==> config.mk <==
export PLATFORM = sky130hd
export DESIGN_NAME = timer2_uart
export DESIGN_NICKNAME = d
export VERILOG_FILES = /design/src/timer2_uart_pkg.sv /design/src/timer2_uart.sv
export SDC_FILE = /design/constraint.sdc
export NUM_CORES = 1
export LEC_CHECK = 0
export ABC_AREA = 1
export BUFFER_PORTS_ARGS = -buffer_cell sky130_fd_sc_hd__buf_2
export CAP_MARGIN = 20
export CORE_MARGIN = 10
export CORE_UTILIZATION = 30
export CTS_CLUSTER_DIAMETER = 60
export DETAILED_ROUTE_END_ITERATION = 8
export PLACE_DENSITY = 0.53
export SYNTH_ARGS = -nofsm -noshare
export SYNTH_HDL_FRONTEND = slang
export SYNTH_SLANG_ARGS = --single-unit
==> constraint.sdc <==
create_clock -name aclk -period 2.2 [get_ports aclk]
set_clock_uncertainty 0.05 [all_clocks]
set_input_delay 0.44 -clock aclk [delete_from_list [all_inputs] [get_ports aclk]]
set_output_delay 0.44 -clock aclk [all_outputs]
set_load 0.005 [all_outputs]
==> src/timer2_uart_pkg.sv <==
// Constants, register map and types for the second timer and serial port.
// Assumes a single 10 MHz core clock and an AXI4-Lite register master.
// Notes on behaviour
// Overflow flag sets on timer overflow, never while a serial clock select is on.
// External flag sets when an enabled trigger falling edge causes capture or reload.
// Receive clock select picks timer overflow, else first-timer overflow, modes 1 and 3.
// Transmit clock select picks timer overflow, else first-timer overflow, modes 1 and 3.
// External enable allows trigger edges unless the timer clocks the serial port.
// Run bit starts and stops the timer; cleared means off.
// Function select counts count-pin edges, else core clock ticks.
// Capture select picks capture, else reload; forced reload in baud mode.
// Mode table: autoreload, capture, baud generation, off.
// Autoreload rollover sets overflow flag and loads the reload pair.
// Autoreload with external enable: trigger fall reloads and sets external flag.
// Capture mode runs free and sets overflow flag on overflow.
// Capture mode trigger fall copies count into reload pair, sets external flag.
// Baud mode never raises overflow flag; external flag still settable.
// Full duplex; second reception may overwrite an unread first byte. Here it is dropped while the receive flag is set.
// Buffer write loads transmit register; read returns separate receive register.
// Serial modes: 00 shift, 01 8-bit variable, 10 9-bit fixed, 11 9-bit variable.
// Multiprocessor bit suppresses receive flag on ninth bit 0 or bad stop.
// Receive enable permits reception.
// Ninth transmit bit sent in modes 2, 3; ninth receive bit latched, stop in mode 1.
// Transmit flag set after eighth bit mode 0, at stop start otherwise.
// Receive flag set after eighth bit mode 0, mid stop otherwise.
// Timer-clocked serial port needs 16 overflows per bit.
// Mode 1 frame: 0 start, 8 data LSB first, 1 stop, 10 bits.
// Counter function syncs count pin and counts falling edges while running.
package timer2_uart_pkg;
    // Register indices: byte address is four times the index
    localparam logic [7:0] SERIAL_CONTROL_OFFS = 8'h98;
    localparam logic [7:0] SERIAL_BUFFER_OFFS = 8'h99;
    localparam logic [7:0] RELOAD_LOW_OFFS = 8'hCA;
    localparam logic [7:0] RELOAD_HIGH_OFFS = 8'hCB;
    localparam logic [7:0] COUNT_LOW_OFFS = 8'hCC;
    localparam logic [7:0] COUNT_HIGH_OFFS = 8'hCD;
    localparam logic [7:0] TIMER_CONTROL_OFFS = 8'hC8;
    localparam int TC_OVF = 7;
    localparam int TC_EXT = 6;
    localparam int TC_RCLK = 5;
    localparam int TC_TX_CLOCK_SELECT = 4;
    localparam int TC_EXEN = 3;
    localparam int TC_RUN = 2;
    localparam int TC_CNT = 1;
    localparam int TC_CAP = 0;
    localparam int SC_MHI = 7;
    localparam int SC_MLO = 6;
    localparam int SC_MP = 5;
    localparam int SC_REN = 4;
    localparam int SC_TB8 = 3;
    localparam int SC_RB8 = 2;
    localparam int SC_TI = 1;
    localparam int SC_RI = 0;
    localparam logic [7:0] CONTROL_RESET = 8'h00;
    localparam logic [1:0] RESP_OKAY = 2'b00;
    localparam logic [1:0] RESP_SLVERR = 2'b10;
    localparam logic [3:0] OVF_PER_BIT = 4'hF;
    localparam logic [3:0] SAMPLE_MID = 4'h7;
    localparam logic [5:0] MODE2_DIV_SLOW = 6'h3F;
    localparam logic [5:0] MODE2_DIV_FAST = 6'h1F;
    localparam logic [5:0] MODE0_DIV = 6'h01;
    localparam logic [3:0] FRAME_BITS_8 = 4'h9;
    localparam logic [3:0] FRAME_BITS_9 = 4'hA;
    localparam logic [3:0] SHIFT_BITS = 4'h8;
    typedef enum logic [1:0] {TM_OFF, TM_RELOAD, TM_CAPTURE, TM_BAUD} timer_mode_t;
    typedef enum logic [1:0] {TX_IDLE, TX_SHIFT} tx_state_t;
    typedef enum logic [1:0] {RX_IDLE, RX_START, RX_DATA, RX_SHIFT0} rx_state_t;
endpackage : timer2_uart_pkg

==> src/timer2_uart.sv <==
// Second timer with capture/reload/baud modes plus the serial port it clocks.
// Registers sit behind an AXI4-Lite slave; pins are synchronous to aclk.
`timescale 1ns/100ps
`default_nettype none
module timer2_uart
    import timer2_uart_pkg::*;
(
    input wire logic aclk,
    input wire logic aresetn,
    input wire logic clk_en,
    input wire logic [9:0] awaddr,
    input wire logic awvalid,
    output logic awready,
    input wire logic [31:0] wdata,
    input wire logic [3:0] wstrb,
    input wire logic wvalid,
    output logic wready,
    output logic [1:0] bresp,
    output logic bvalid,
    input wire logic bready,
    input wire logic [9:0] araddr,
    input wire logic arvalid,
    output logic arready,
    output logic [31:0] rdata,
    output logic [1:0] rresp,
    output logic rvalid,
    input wire logic rready,
    input wire logic count_pin,
    input wire logic trigger_input,
    input wire logic timer1_overflow,
    input wire logic double_rate,
    input wire logic rx_pin,
    output logic tx_pin,
    output logic rx_pin_out,
    output logic rx_pin_oe
);
    typedef struct packed {
        logic aw_held;
        logic [7:0] aw_addr;
        logic w_held;
        logic [7:0] w_data;
        logic w_en;
        logic b_pend;
        logic b_err;
        logic r_pend;
        logic [7:0] r_data;
        logic r_err;
        logic [7:0] timer_control;
        logic [7:0] serial_control;
        logic [15:0] count;
        logic [15:0] reload;
        logic [7:0] rx_buffer;
        logic count_s1;
        logic count_s2;
        logic count_s3;
        logic trig_s1;
        logic trig_s2;
        logic trig_s3;
        logic rx_s1;
        logic rx_s2;
        logic rx_s3;
        logic core_div;
        logic [5:0] fix_div;
        tx_state_t tx_state;
        logic [10:0] tx_shift;
        logic [3:0] tx_bits;
        logic [3:0] tx_sub;
        logic tx_line;
        logic tx_clk_line;
        rx_state_t rx_state;
        logic [8:0] rx_shift;
        logic [3:0] rx_bits;
        logic [3:0] rx_sub;
    } state_t;

    state_t s_reg;
    state_t s_next;

    function automatic logic variable_rate(input logic [7:0] sc);
        return sc[SC_MLO];
    endfunction : variable_rate

    function automatic logic [3:0] frame_len(input logic [7:0] sc);
        return sc[SC_MHI] ? FRAME_BITS_9 : FRAME_BITS_8;
    endfunction : frame_len

    timer_mode_t tmode;
    logic baud_sel;
    logic tick;
    logic overflow;
    logic trig_fall;
    logic ext_event;
    logic aw_go;
    logic ar_go;
    logic rx_last_bit;
    logic buf_write;
    logic tx_tick;
    logic rx_tick;
    logic fixed_tick;
    logic [15:0] count_inc;

    assign awready = !s_reg.aw_held && !s_reg.b_pend;
    assign wready = !s_reg.w_held && !s_reg.b_pend;
    assign bvalid = s_reg.b_pend;
    assign bresp = s_reg.b_err ? RESP_SLVERR : RESP_OKAY;
    assign arready = !s_reg.r_pend;
    assign rvalid = s_reg.r_pend;
    assign rdata = {24'h000000, s_reg.r_data};
    assign rresp = s_reg.r_err ? RESP_SLVERR : RESP_OKAY;
    assign tx_pin = s_reg.tx_clk_line;
    assign rx_pin_out = s_reg.tx_line;
    // Mode 0 drives data on the receive pin only while transmitting; other modes only listen there
    assign rx_pin_oe = (s_reg.serial_control[SC_MHI:SC_MLO] == 2'b00) &&
        (s_reg.tx_state == TX_SHIFT);

    always_comb begin
        s_next = s_reg;
        // mode table, run bit wins
        baud_sel = s_reg.timer_control[TC_RCLK] | s_reg.timer_control[TC_TX_CLOCK_SELECT];
        // off whatever else is set
        if (!s_reg.timer_control[TC_RUN]) begin
            tmode = TM_OFF;
        end else if (baud_sel) begin
            tmode = TM_BAUD;
        end else if (s_reg.timer_control[TC_CAP]) begin
            tmode = TM_CAPTURE;
        end else begin
            tmode = TM_RELOAD;
        end
        s_next.count_s1 = count_pin;
        s_next.count_s2 = s_reg.count_s1;
        s_next.count_s3 = s_reg.count_s2;
        s_next.trig_s1 = trigger_input;
        s_next.trig_s2 = s_reg.trig_s1;
        s_next.trig_s3 = s_reg.trig_s2;
        s_next.rx_s1 = rx_pin;
        s_next.rx_s2 = s_reg.rx_s1;
        s_next.rx_s3 = s_reg.rx_s2;
        // Core-clock timer ticks every two clocks, matching baud-mode increment
        s_next.core_div = !s_reg.core_div;
        // count source; R25 synchronised falling edges
        if (s_reg.timer_control[TC_CNT]) begin
            tick = s_reg.count_s3 && !s_reg.count_s2;
        end else begin
            tick = s_reg.core_div;
        end
        tick = tick && (tmode != TM_OFF);
        count_inc = s_reg.count + 16'h0001;
        overflow = tick && (s_reg.count == 16'hFFFF);
        // trigger ignored unless enabled and not clocking serial port
        trig_fall = s_reg.trig_s3 && !s_reg.trig_s2;
        ext_event = trig_fall && s_reg.timer_control[TC_EXEN] &&
            (tmode == TM_RELOAD || tmode == TM_CAPTURE);
        if (tick) begin
            s_next.count = count_inc;
        end
        // reload on overflow unless capturing
        if (overflow && tmode != TM_CAPTURE) begin
            s_next.count = s_reg.reload;
        end
        // trigger-driven reload
        if (ext_event && tmode == TM_RELOAD) begin
            s_next.count = s_reg.reload;
        end
        // capture count into reload pair
        if (ext_event && tmode == TM_CAPTURE) begin
            s_next.reload = s_reg.count;
        end

        // bit clocks from chosen overflow source
        tx_tick = s_reg.timer_control[TC_TX_CLOCK_SELECT] ? overflow : timer1_overflow;
        rx_tick = s_reg.timer_control[TC_RCLK] ? overflow : timer1_overflow;
        rx_last_bit = s_reg.serial_control[SC_MHI] ? s_reg.rx_shift[8] : s_reg.rx_s2;
        s_next.fix_div = s_reg.fix_div + 6'h01;
        // fixed rates for modes 0 and 2
        if (!s_reg.serial_control[SC_MHI]) begin
            fixed_tick = s_reg.fix_div[0] == MODE0_DIV[0];
            if (fixed_tick) begin
                s_next.fix_div = 6'h00;
            end
        end else if (double_rate) begin
            fixed_tick = s_reg.fix_div == MODE2_DIV_FAST;
            if (fixed_tick) begin
                s_next.fix_div = 6'h00;
            end
        end else begin
            fixed_tick = s_reg.fix_div == MODE2_DIV_SLOW;
        end
        if (!variable_rate(s_reg.serial_control)) begin
            tx_tick = fixed_tick;
            rx_tick = fixed_tick;
        end

        aw_go = awvalid && awready;
        ar_go = arvalid && arready;
        if (aw_go) begin
            s_next.aw_held = 1'b1;
            s_next.aw_addr = awaddr[9:2];
        end
        if (wvalid && wready) begin
            s_next.w_held = 1'b1;
            s_next.w_data = wdata[7:0];
            s_next.w_en = wstrb[0];
        end
        buf_write = 1'b0;
        if (s_reg.aw_held && s_reg.w_held) begin
            s_next.aw_held = 1'b0;
            s_next.w_held = 1'b0;
            s_next.b_pend = 1'b1;
            s_next.b_err = 1'b0;
            case (s_reg.aw_addr)
                TIMER_CONTROL_OFFS: begin
                    if (s_reg.w_en) begin
                        s_next.timer_control = s_reg.w_data;
                    end
                end
                SERIAL_CONTROL_OFFS: begin
                    if (s_reg.w_en) begin
                        s_next.serial_control = s_reg.w_data;
                    end
                end
                // write side is the transmit register
                SERIAL_BUFFER_OFFS: begin
                    buf_write = s_reg.w_en;
                end
                RELOAD_LOW_OFFS: begin
                    if (s_reg.w_en) begin
                        s_next.reload[7:0] = s_reg.w_data;
                    end
                end
                RELOAD_HIGH_OFFS: begin
                    if (s_reg.w_en) begin
                        s_next.reload[15:8] = s_reg.w_data;
                    end
                end
                COUNT_LOW_OFFS: begin
                    if (s_reg.w_en) begin
                        s_next.count[7:0] = s_reg.w_data;
                    end
                end
                COUNT_HIGH_OFFS: begin
                    if (s_reg.w_en) begin
                        s_next.count[15:8] = s_reg.w_data;
                    end
                end
                default: begin
                    s_next.b_err = 1'b1;
                end
            endcase
        end
        if (s_reg.b_pend && bready) begin
            s_next.b_pend = 1'b0;
        end
        if (ar_go) begin
            s_next.r_pend = 1'b1;
            s_next.r_err = 1'b0;
            case (araddr[9:2])
                TIMER_CONTROL_OFFS: s_next.r_data = s_reg.timer_control;
                SERIAL_CONTROL_OFFS: s_next.r_data = s_reg.serial_control;
                // read side is the separate receive register
                SERIAL_BUFFER_OFFS: s_next.r_data = s_reg.rx_buffer;
                RELOAD_LOW_OFFS: s_next.r_data = s_reg.reload[7:0];
                RELOAD_HIGH_OFFS: s_next.r_data = s_reg.reload[15:8];
                COUNT_LOW_OFFS: s_next.r_data = s_reg.count[7:0];
                COUNT_HIGH_OFFS: s_next.r_data = s_reg.count[15:8];
                default: begin
                    s_next.r_data = 8'h00;
                    s_next.r_err = 1'b1;
                end
            endcase
        end else if (s_reg.r_pend && rready) begin
            s_next.r_pend = 1'b0;
        end
        // overflow flag, blocked in baud mode; set beats clear
        if (overflow && !baud_sel) begin
            s_next.timer_control[TC_OVF] = 1'b1;
        end
        // external flag, also in baud mode via capture-free path
        if (trig_fall && s_reg.timer_control[TC_EXEN] && tmode != TM_OFF) begin
            s_next.timer_control[TC_EXT] = s_next.timer_control[TC_EXT] | ext_event |
                (tmode == TM_BAUD);
        end

        // transmitter runs independently of receiver
        case (s_reg.tx_state)
            TX_IDLE: begin
                s_next.tx_line = 1'b1;
                s_next.tx_clk_line = !variable_rate(s_reg.serial_control) &&
                    !s_reg.serial_control[SC_MHI] ? 1'b1 : s_reg.tx_line;
                if (buf_write) begin
                    s_next.tx_state = TX_SHIFT;
                    s_next.tx_bits = 4'h0;
                    s_next.tx_sub = 4'h0;
                    // start bit, data LSB first, ninth bit, stop
                    if (s_reg.serial_control[SC_MHI:SC_MLO] == 2'b00) begin
                        s_next.tx_shift = {3'b111, s_reg.w_data};
                    end else if (s_reg.serial_control[SC_MHI]) begin
                        s_next.tx_shift = {1'b1, s_reg.serial_control[SC_TB8],
                            s_reg.w_data, 1'b0};
                    end else begin
                        s_next.tx_shift = {2'b11, s_reg.w_data, 1'b0};
                    end
                end
            end
            TX_SHIFT: begin
                if (s_reg.serial_control[SC_MHI:SC_MLO] == 2'b00) begin
                    s_next.tx_line = s_reg.tx_shift[0];
                    if (fixed_tick) begin
                        s_next.tx_clk_line = !s_reg.tx_clk_line;
                        if (s_reg.tx_clk_line) begin
                            s_next.tx_bits = s_reg.tx_bits + 4'h1;
                        end else if (s_reg.tx_bits != 4'h0) begin
                            s_next.tx_shift = {1'b1, s_reg.tx_shift[10:1]};
                        end
                    end
                    // flag at end of eighth bit in shift mode
                    if (s_reg.tx_bits == SHIFT_BITS) begin
                        s_next.serial_control[SC_TI] = 1'b1;
                        s_next.tx_state = TX_IDLE;
                    end
                end else begin
                    s_next.tx_line = s_reg.tx_shift[0];
                    s_next.tx_clk_line = s_reg.tx_shift[0];
                    if (tx_tick) begin
                        s_next.tx_sub = s_reg.tx_sub + 4'h1;
                        if (s_reg.tx_sub == OVF_PER_BIT ||
                            !variable_rate(s_reg.serial_control)) begin
                            s_next.tx_sub = 4'h0;
                            s_next.tx_shift = {1'b1, s_reg.tx_shift[10:1]};
                            s_next.tx_bits = s_reg.tx_bits + 4'h1;
                            // flag as the stop bit starts
                            if (s_reg.tx_bits + 4'h1 == frame_len(s_reg.serial_control)) begin
                                s_next.serial_control[SC_TI] = 1'b1;
                            end
                            if (s_reg.tx_bits == frame_len(s_reg.serial_control)) begin
                                s_next.tx_state = TX_IDLE;
                            end
                        end
                    end
                end
            end
            default: s_next.tx_state = TX_IDLE;
        endcase

        // reception only with receive enable
        case (s_reg.rx_state)
            RX_IDLE: begin
                s_next.rx_sub = 4'h0;
                s_next.rx_bits = 4'h0;
                if (s_reg.serial_control[SC_REN]) begin
                    if (s_reg.serial_control[SC_MHI:SC_MLO] == 2'b00) begin
                        if (!s_reg.serial_control[SC_RI]) begin
                            s_next.rx_state = RX_SHIFT0;
                        end
                    end else if (s_reg.rx_s3 && !s_reg.rx_s2) begin
                        s_next.rx_state = RX_START;
                    end
                end
            end
            RX_START: begin
                if (rx_tick) begin
                    s_next.rx_sub = s_reg.rx_sub + 4'h1;
                    if (s_reg.rx_sub == SAMPLE_MID ||
                        !variable_rate(s_reg.serial_control)) begin
                        s_next.rx_sub = 4'h0;
                        // False start: line back high at mid-bit
                        s_next.rx_state = s_reg.rx_s2 ? RX_IDLE : RX_DATA;
                    end
                end
            end
            RX_DATA: begin
                if (rx_tick) begin
                    s_next.rx_sub = s_reg.rx_sub + 4'h1;
                    if (s_reg.rx_sub == OVF_PER_BIT ||
                        !variable_rate(s_reg.serial_control)) begin
                        s_next.rx_sub = 4'h0;
                        s_next.rx_shift = {s_reg.rx_s2, s_reg.rx_shift[8:1]};
                        s_next.rx_bits = s_reg.rx_bits + 4'h1;
                        // mid stop bit: last sample ends the frame
                        if (s_reg.rx_bits + 4'h1 == frame_len(s_reg.serial_control)) begin
                            s_next.rx_state = RX_IDLE;
                            // multiprocessor filter on ninth or stop bit
                            if (!s_reg.serial_control[SC_RI] &&
                                (!s_reg.serial_control[SC_MP] || rx_last_bit)) begin
                                // unread byte is kept: a frame ending while the receive flag is set is dropped
                                s_next.rx_buffer = s_reg.serial_control[SC_MHI] ?
                                    s_reg.rx_shift[7:0] : s_reg.rx_shift[8:1];
                                // ninth bit or stop bit
                                s_next.serial_control[SC_RB8] = rx_last_bit;
                                s_next.serial_control[SC_RI] = 1'b1;
                            end
                        end
                    end
                end
            end
            RX_SHIFT0: begin
                if (fixed_tick && s_reg.tx_clk_line) begin
                    s_next.rx_shift = {s_reg.rx_s2, s_reg.rx_shift[8:1]};
                    s_next.rx_bits = s_reg.rx_bits + 4'h1;
                    if (s_reg.rx_bits == SHIFT_BITS - 4'h1) begin
                        s_next.rx_buffer = {s_reg.rx_s2, s_reg.rx_shift[8:2]};
                        // flag at end of eighth bit
                        s_next.serial_control[SC_RI] = 1'b1;
                        s_next.rx_state = RX_IDLE;
                    end
                end
            end
            default: s_next.rx_state = RX_IDLE;
        endcase
    end

    always_ff @(posedge aclk) begin
        if (!aresetn) begin
            s_reg <= '0;
            s_reg.timer_control <= CONTROL_RESET;
            s_reg.serial_control <= CONTROL_RESET;
            s_reg.tx_line <= 1'b1;
            s_reg.tx_clk_line <= 1'b1;
            s_reg.count_s1 <= 1'b1;
            s_reg.count_s2 <= 1'b1;
            s_reg.count_s3 <= 1'b1;
            s_reg.trig_s1 <= 1'b1;
            s_reg.trig_s2 <= 1'b1;
            s_reg.trig_s3 <= 1'b1;
            s_reg.rx_s1 <= 1'b1;
            s_reg.rx_s2 <= 1'b1;
            s_reg.rx_s3 <= 1'b1;
        end else if (clk_en) begin
            s_reg <= s_next;
        end
    end
endmodule : timer2_uart
`default_nettype wire

==> reports/metrics.yaml <==
status: "finished with violations"
failed_checks: "setup timing"
num_antenna_cells: 0
synth_top_area_share_pct: 33.6
ant_nets: 0
fin_area_sq_mm: 0.0105
crit_path_top_delay_cell: "dfxtp_2"
insertion_delay_ps: 440
grt.total_usage_pct: 15.2
regArea_sq_mm: 0.00289
hold_ws_ps: 161
core_sq_mm: 0.0280
cts-htree-levels: 4
p_leak_nw: 4.41
final_core_util_pct: 37.6
hold_violations: 0
worstPathRequired_ps: 2520
r2r_cells: 16
synth_edf_count: 0
multiInputGateArea_sq_mm: 0.00485
grt_pass1_wl_um: 44100
clkTransAtPathRegs_ps: 70
r2r-start: "s_reg[110]"
fp.dieW_um: 189
synth_area_sq_mm: 0.00857
drv_cap: 0
ys_warn_count: 0
critPathArrivalTime_ps: 2520
post-route-drc-count: 0
grt.overflow.total: 0
path_cells: "nor2_2 -> a21oi_2 -> inv_1 -> ha_2 -> nor2_2 -> nand2_2 -> nor2_4 -> nand4_1 -> nand2_1 -> nand2_4 -> nand2_4 -> nand3_4 -> nor2_4 -> buf_6 -> nor2_1 -> nor2_1"
grt_start_max_net_pins: 88
slew_violations: 0
start_util_pct: 30.6
synthArstFlopShare_pct: 0
wl_um: 27800
pre_cts_ws_ps: -92.7
rsz0062_at_grt: "true"
fin_crit_sh_pct: 100
cp_top_family: "simple AND/OR/NAND/NOR gates"
fmax_mhz: 454
area_growth_pct: 23.0
synth_area_leaders: "dfxtp_1 (34%), nand2_1 (14%), inv_1 (7.5%)"
synth-seq-cells: 144
cp-startpoint: "s_reg[110]"
worst_slack_ps: -1.41
syn_inst: 1336
dr.pass1.iters: 6
setup_tns_ps: -1.41
cp_num_buf_inv: 2
ctsHoldBuffers: 0
clock_path_buffers: 2
r2r_end: "s_reg[61]"
wl_per_cell_um: 15.1
largest_register_ff_count: 126
crit_cells: 16
cp_max_fo: 5
p_total_mw: 6.33
nFillCells: 3038
io_pins: 113
cts_made_buffers: 17
drt_iter0_markers: 692
rows: 61
rrSetupSlack_ps: -1
cts_sinks: 144
crit_path_max_incr_delay_ps: 340
grt_pass1_vias: 8265
cts_tree: "done"
gp_congestion: 0.921
synth.avg_cell_area_sq_um: 6.41
p_per_area_mw_per_mm2: 601
antenna_found_initial: 0
dp_hpwl_um: 20500
cp-endpoint: "s_reg[61]"
vias: 8784
synthFlopType: "dfxtp_1"
synthDistinctLibCells: 49
routed_via_density: 4.77
instances_no_fill: 1840
io_buffers: 55
final_nets: 1534
postPlaceCellArea_sq_mm: 0.00962
drive_above_1_share_pct: 17.3
fin_crit_ps: 2200
die_h_um: 189
start_kind: "flop"
yosysSeqAreaShare_pct: 33.6
yosysTopAreaCell: "dfxtp_1"
clockRootBuffer: "clkbuf_16"
die_area_sq_mm: 0.0357
worst-setup-path-type: "flop to flop"
end_kind: "flop"
setup_viol: 1
hp-class: "input pin to flop"
peakVddDrop_mv: 0.430
dp_cells: 1794
[cell type report]
class / instances / area share [%]
clock buffer: 17 / 4.04
inverter: 174 / 6.20
tap: 378 / 4.49
timing repair buffer: 150 / 10.5
clock inverter: 15 / 1.44
sequential: 144 / 27.4
multi-input combinational: 962 / 46.0
[timing repair]
action	in CTS	in global routing
setup endpoints to repair	45	77
gates resized for setup	10	55
pin swaps	8	22
cloned	1	3
setup buffers	3	7
[logic make-up after synthesis]
logic type,count (synthesis),synth area share (%)
multiplexers,1,0.117
flip-flops,144,33.6
AO/OA/AOI/OAI,294,19.0
AND/OR/NAND/NOR,601,29.4
adder cells (fa/ha/maj),16,2.34
other,1,0.0438
buffers and inverters,258,13.3
XOR/XNOR,21,2.15
[routing by layer]
| metal | global-route usage [%] | wire length (um) |
|---|---|---|
| met1 | 19.4 | 12900 |
| met2 | 25.5 | 13200 |
| met3 | 2.72 | 1120 |
| met4 | 4.58 | 506 |
| met5 | 0 | 0 |
[report_power, final]
part	leakage, nW	switching [mW]	internal [mW]
Combinational	2.96	0.425	0.247
Sequential	1.17	0.0716	2.70
Clock	0.273	1.30	1.59
[synth_stat cells, drive strengths merged, types with 19 or more instances]
library cell    n
a21oi         120
buf            50
clkbuf         34
dfxtp         144
inv           172
nand2         325
nand3          52
nand4          25
nor2          172
o21ai         108
o22ai          27
xor2           19
[placed cells by master, fill, tap and decap left out, types with 6 or more instances in the layout]
cell,netlist,final
buf_4,37,81
a31oi_1,9,9
o21ai_0,104,101
nand2_2,5,14
o22ai_1,27,27
buf_6,3,7
inv_1,172,165
o211ai_1,14,14
nand2_4,1,6
nor2_4,2,6
o31ai_1,7,7
ha_1,16,15
buf_2,9,55
nand4_1,25,25
nor2_1,164,157
inv_2,0,7
nor2_2,6,10
dfxtp_1,144,141
a21oi_1,118,114
nand2_1,319,305
nand3_1,49,47
nor3_1,18,15
conb_1,1,26
clkbuf_16,0,18
xor2_1,19,19
[worst min path at each step]
stage                  to  slack [ps]  depth (start not counted)       start
2_1_floorplan   s_reg[52]         380                          2   s_reg[52]
3_3_place_gp   s_next[50]         390                          2  s_next[50]
3_5_place_dp   s_next[56]         390                          2  s_next[56]
4_1_cts            bvalid         140                          2      bready
5_1_grt            bvalid         160                          2      bready
6_report           bvalid         160                          2      bready
Power figures use the tool's default switching activity.
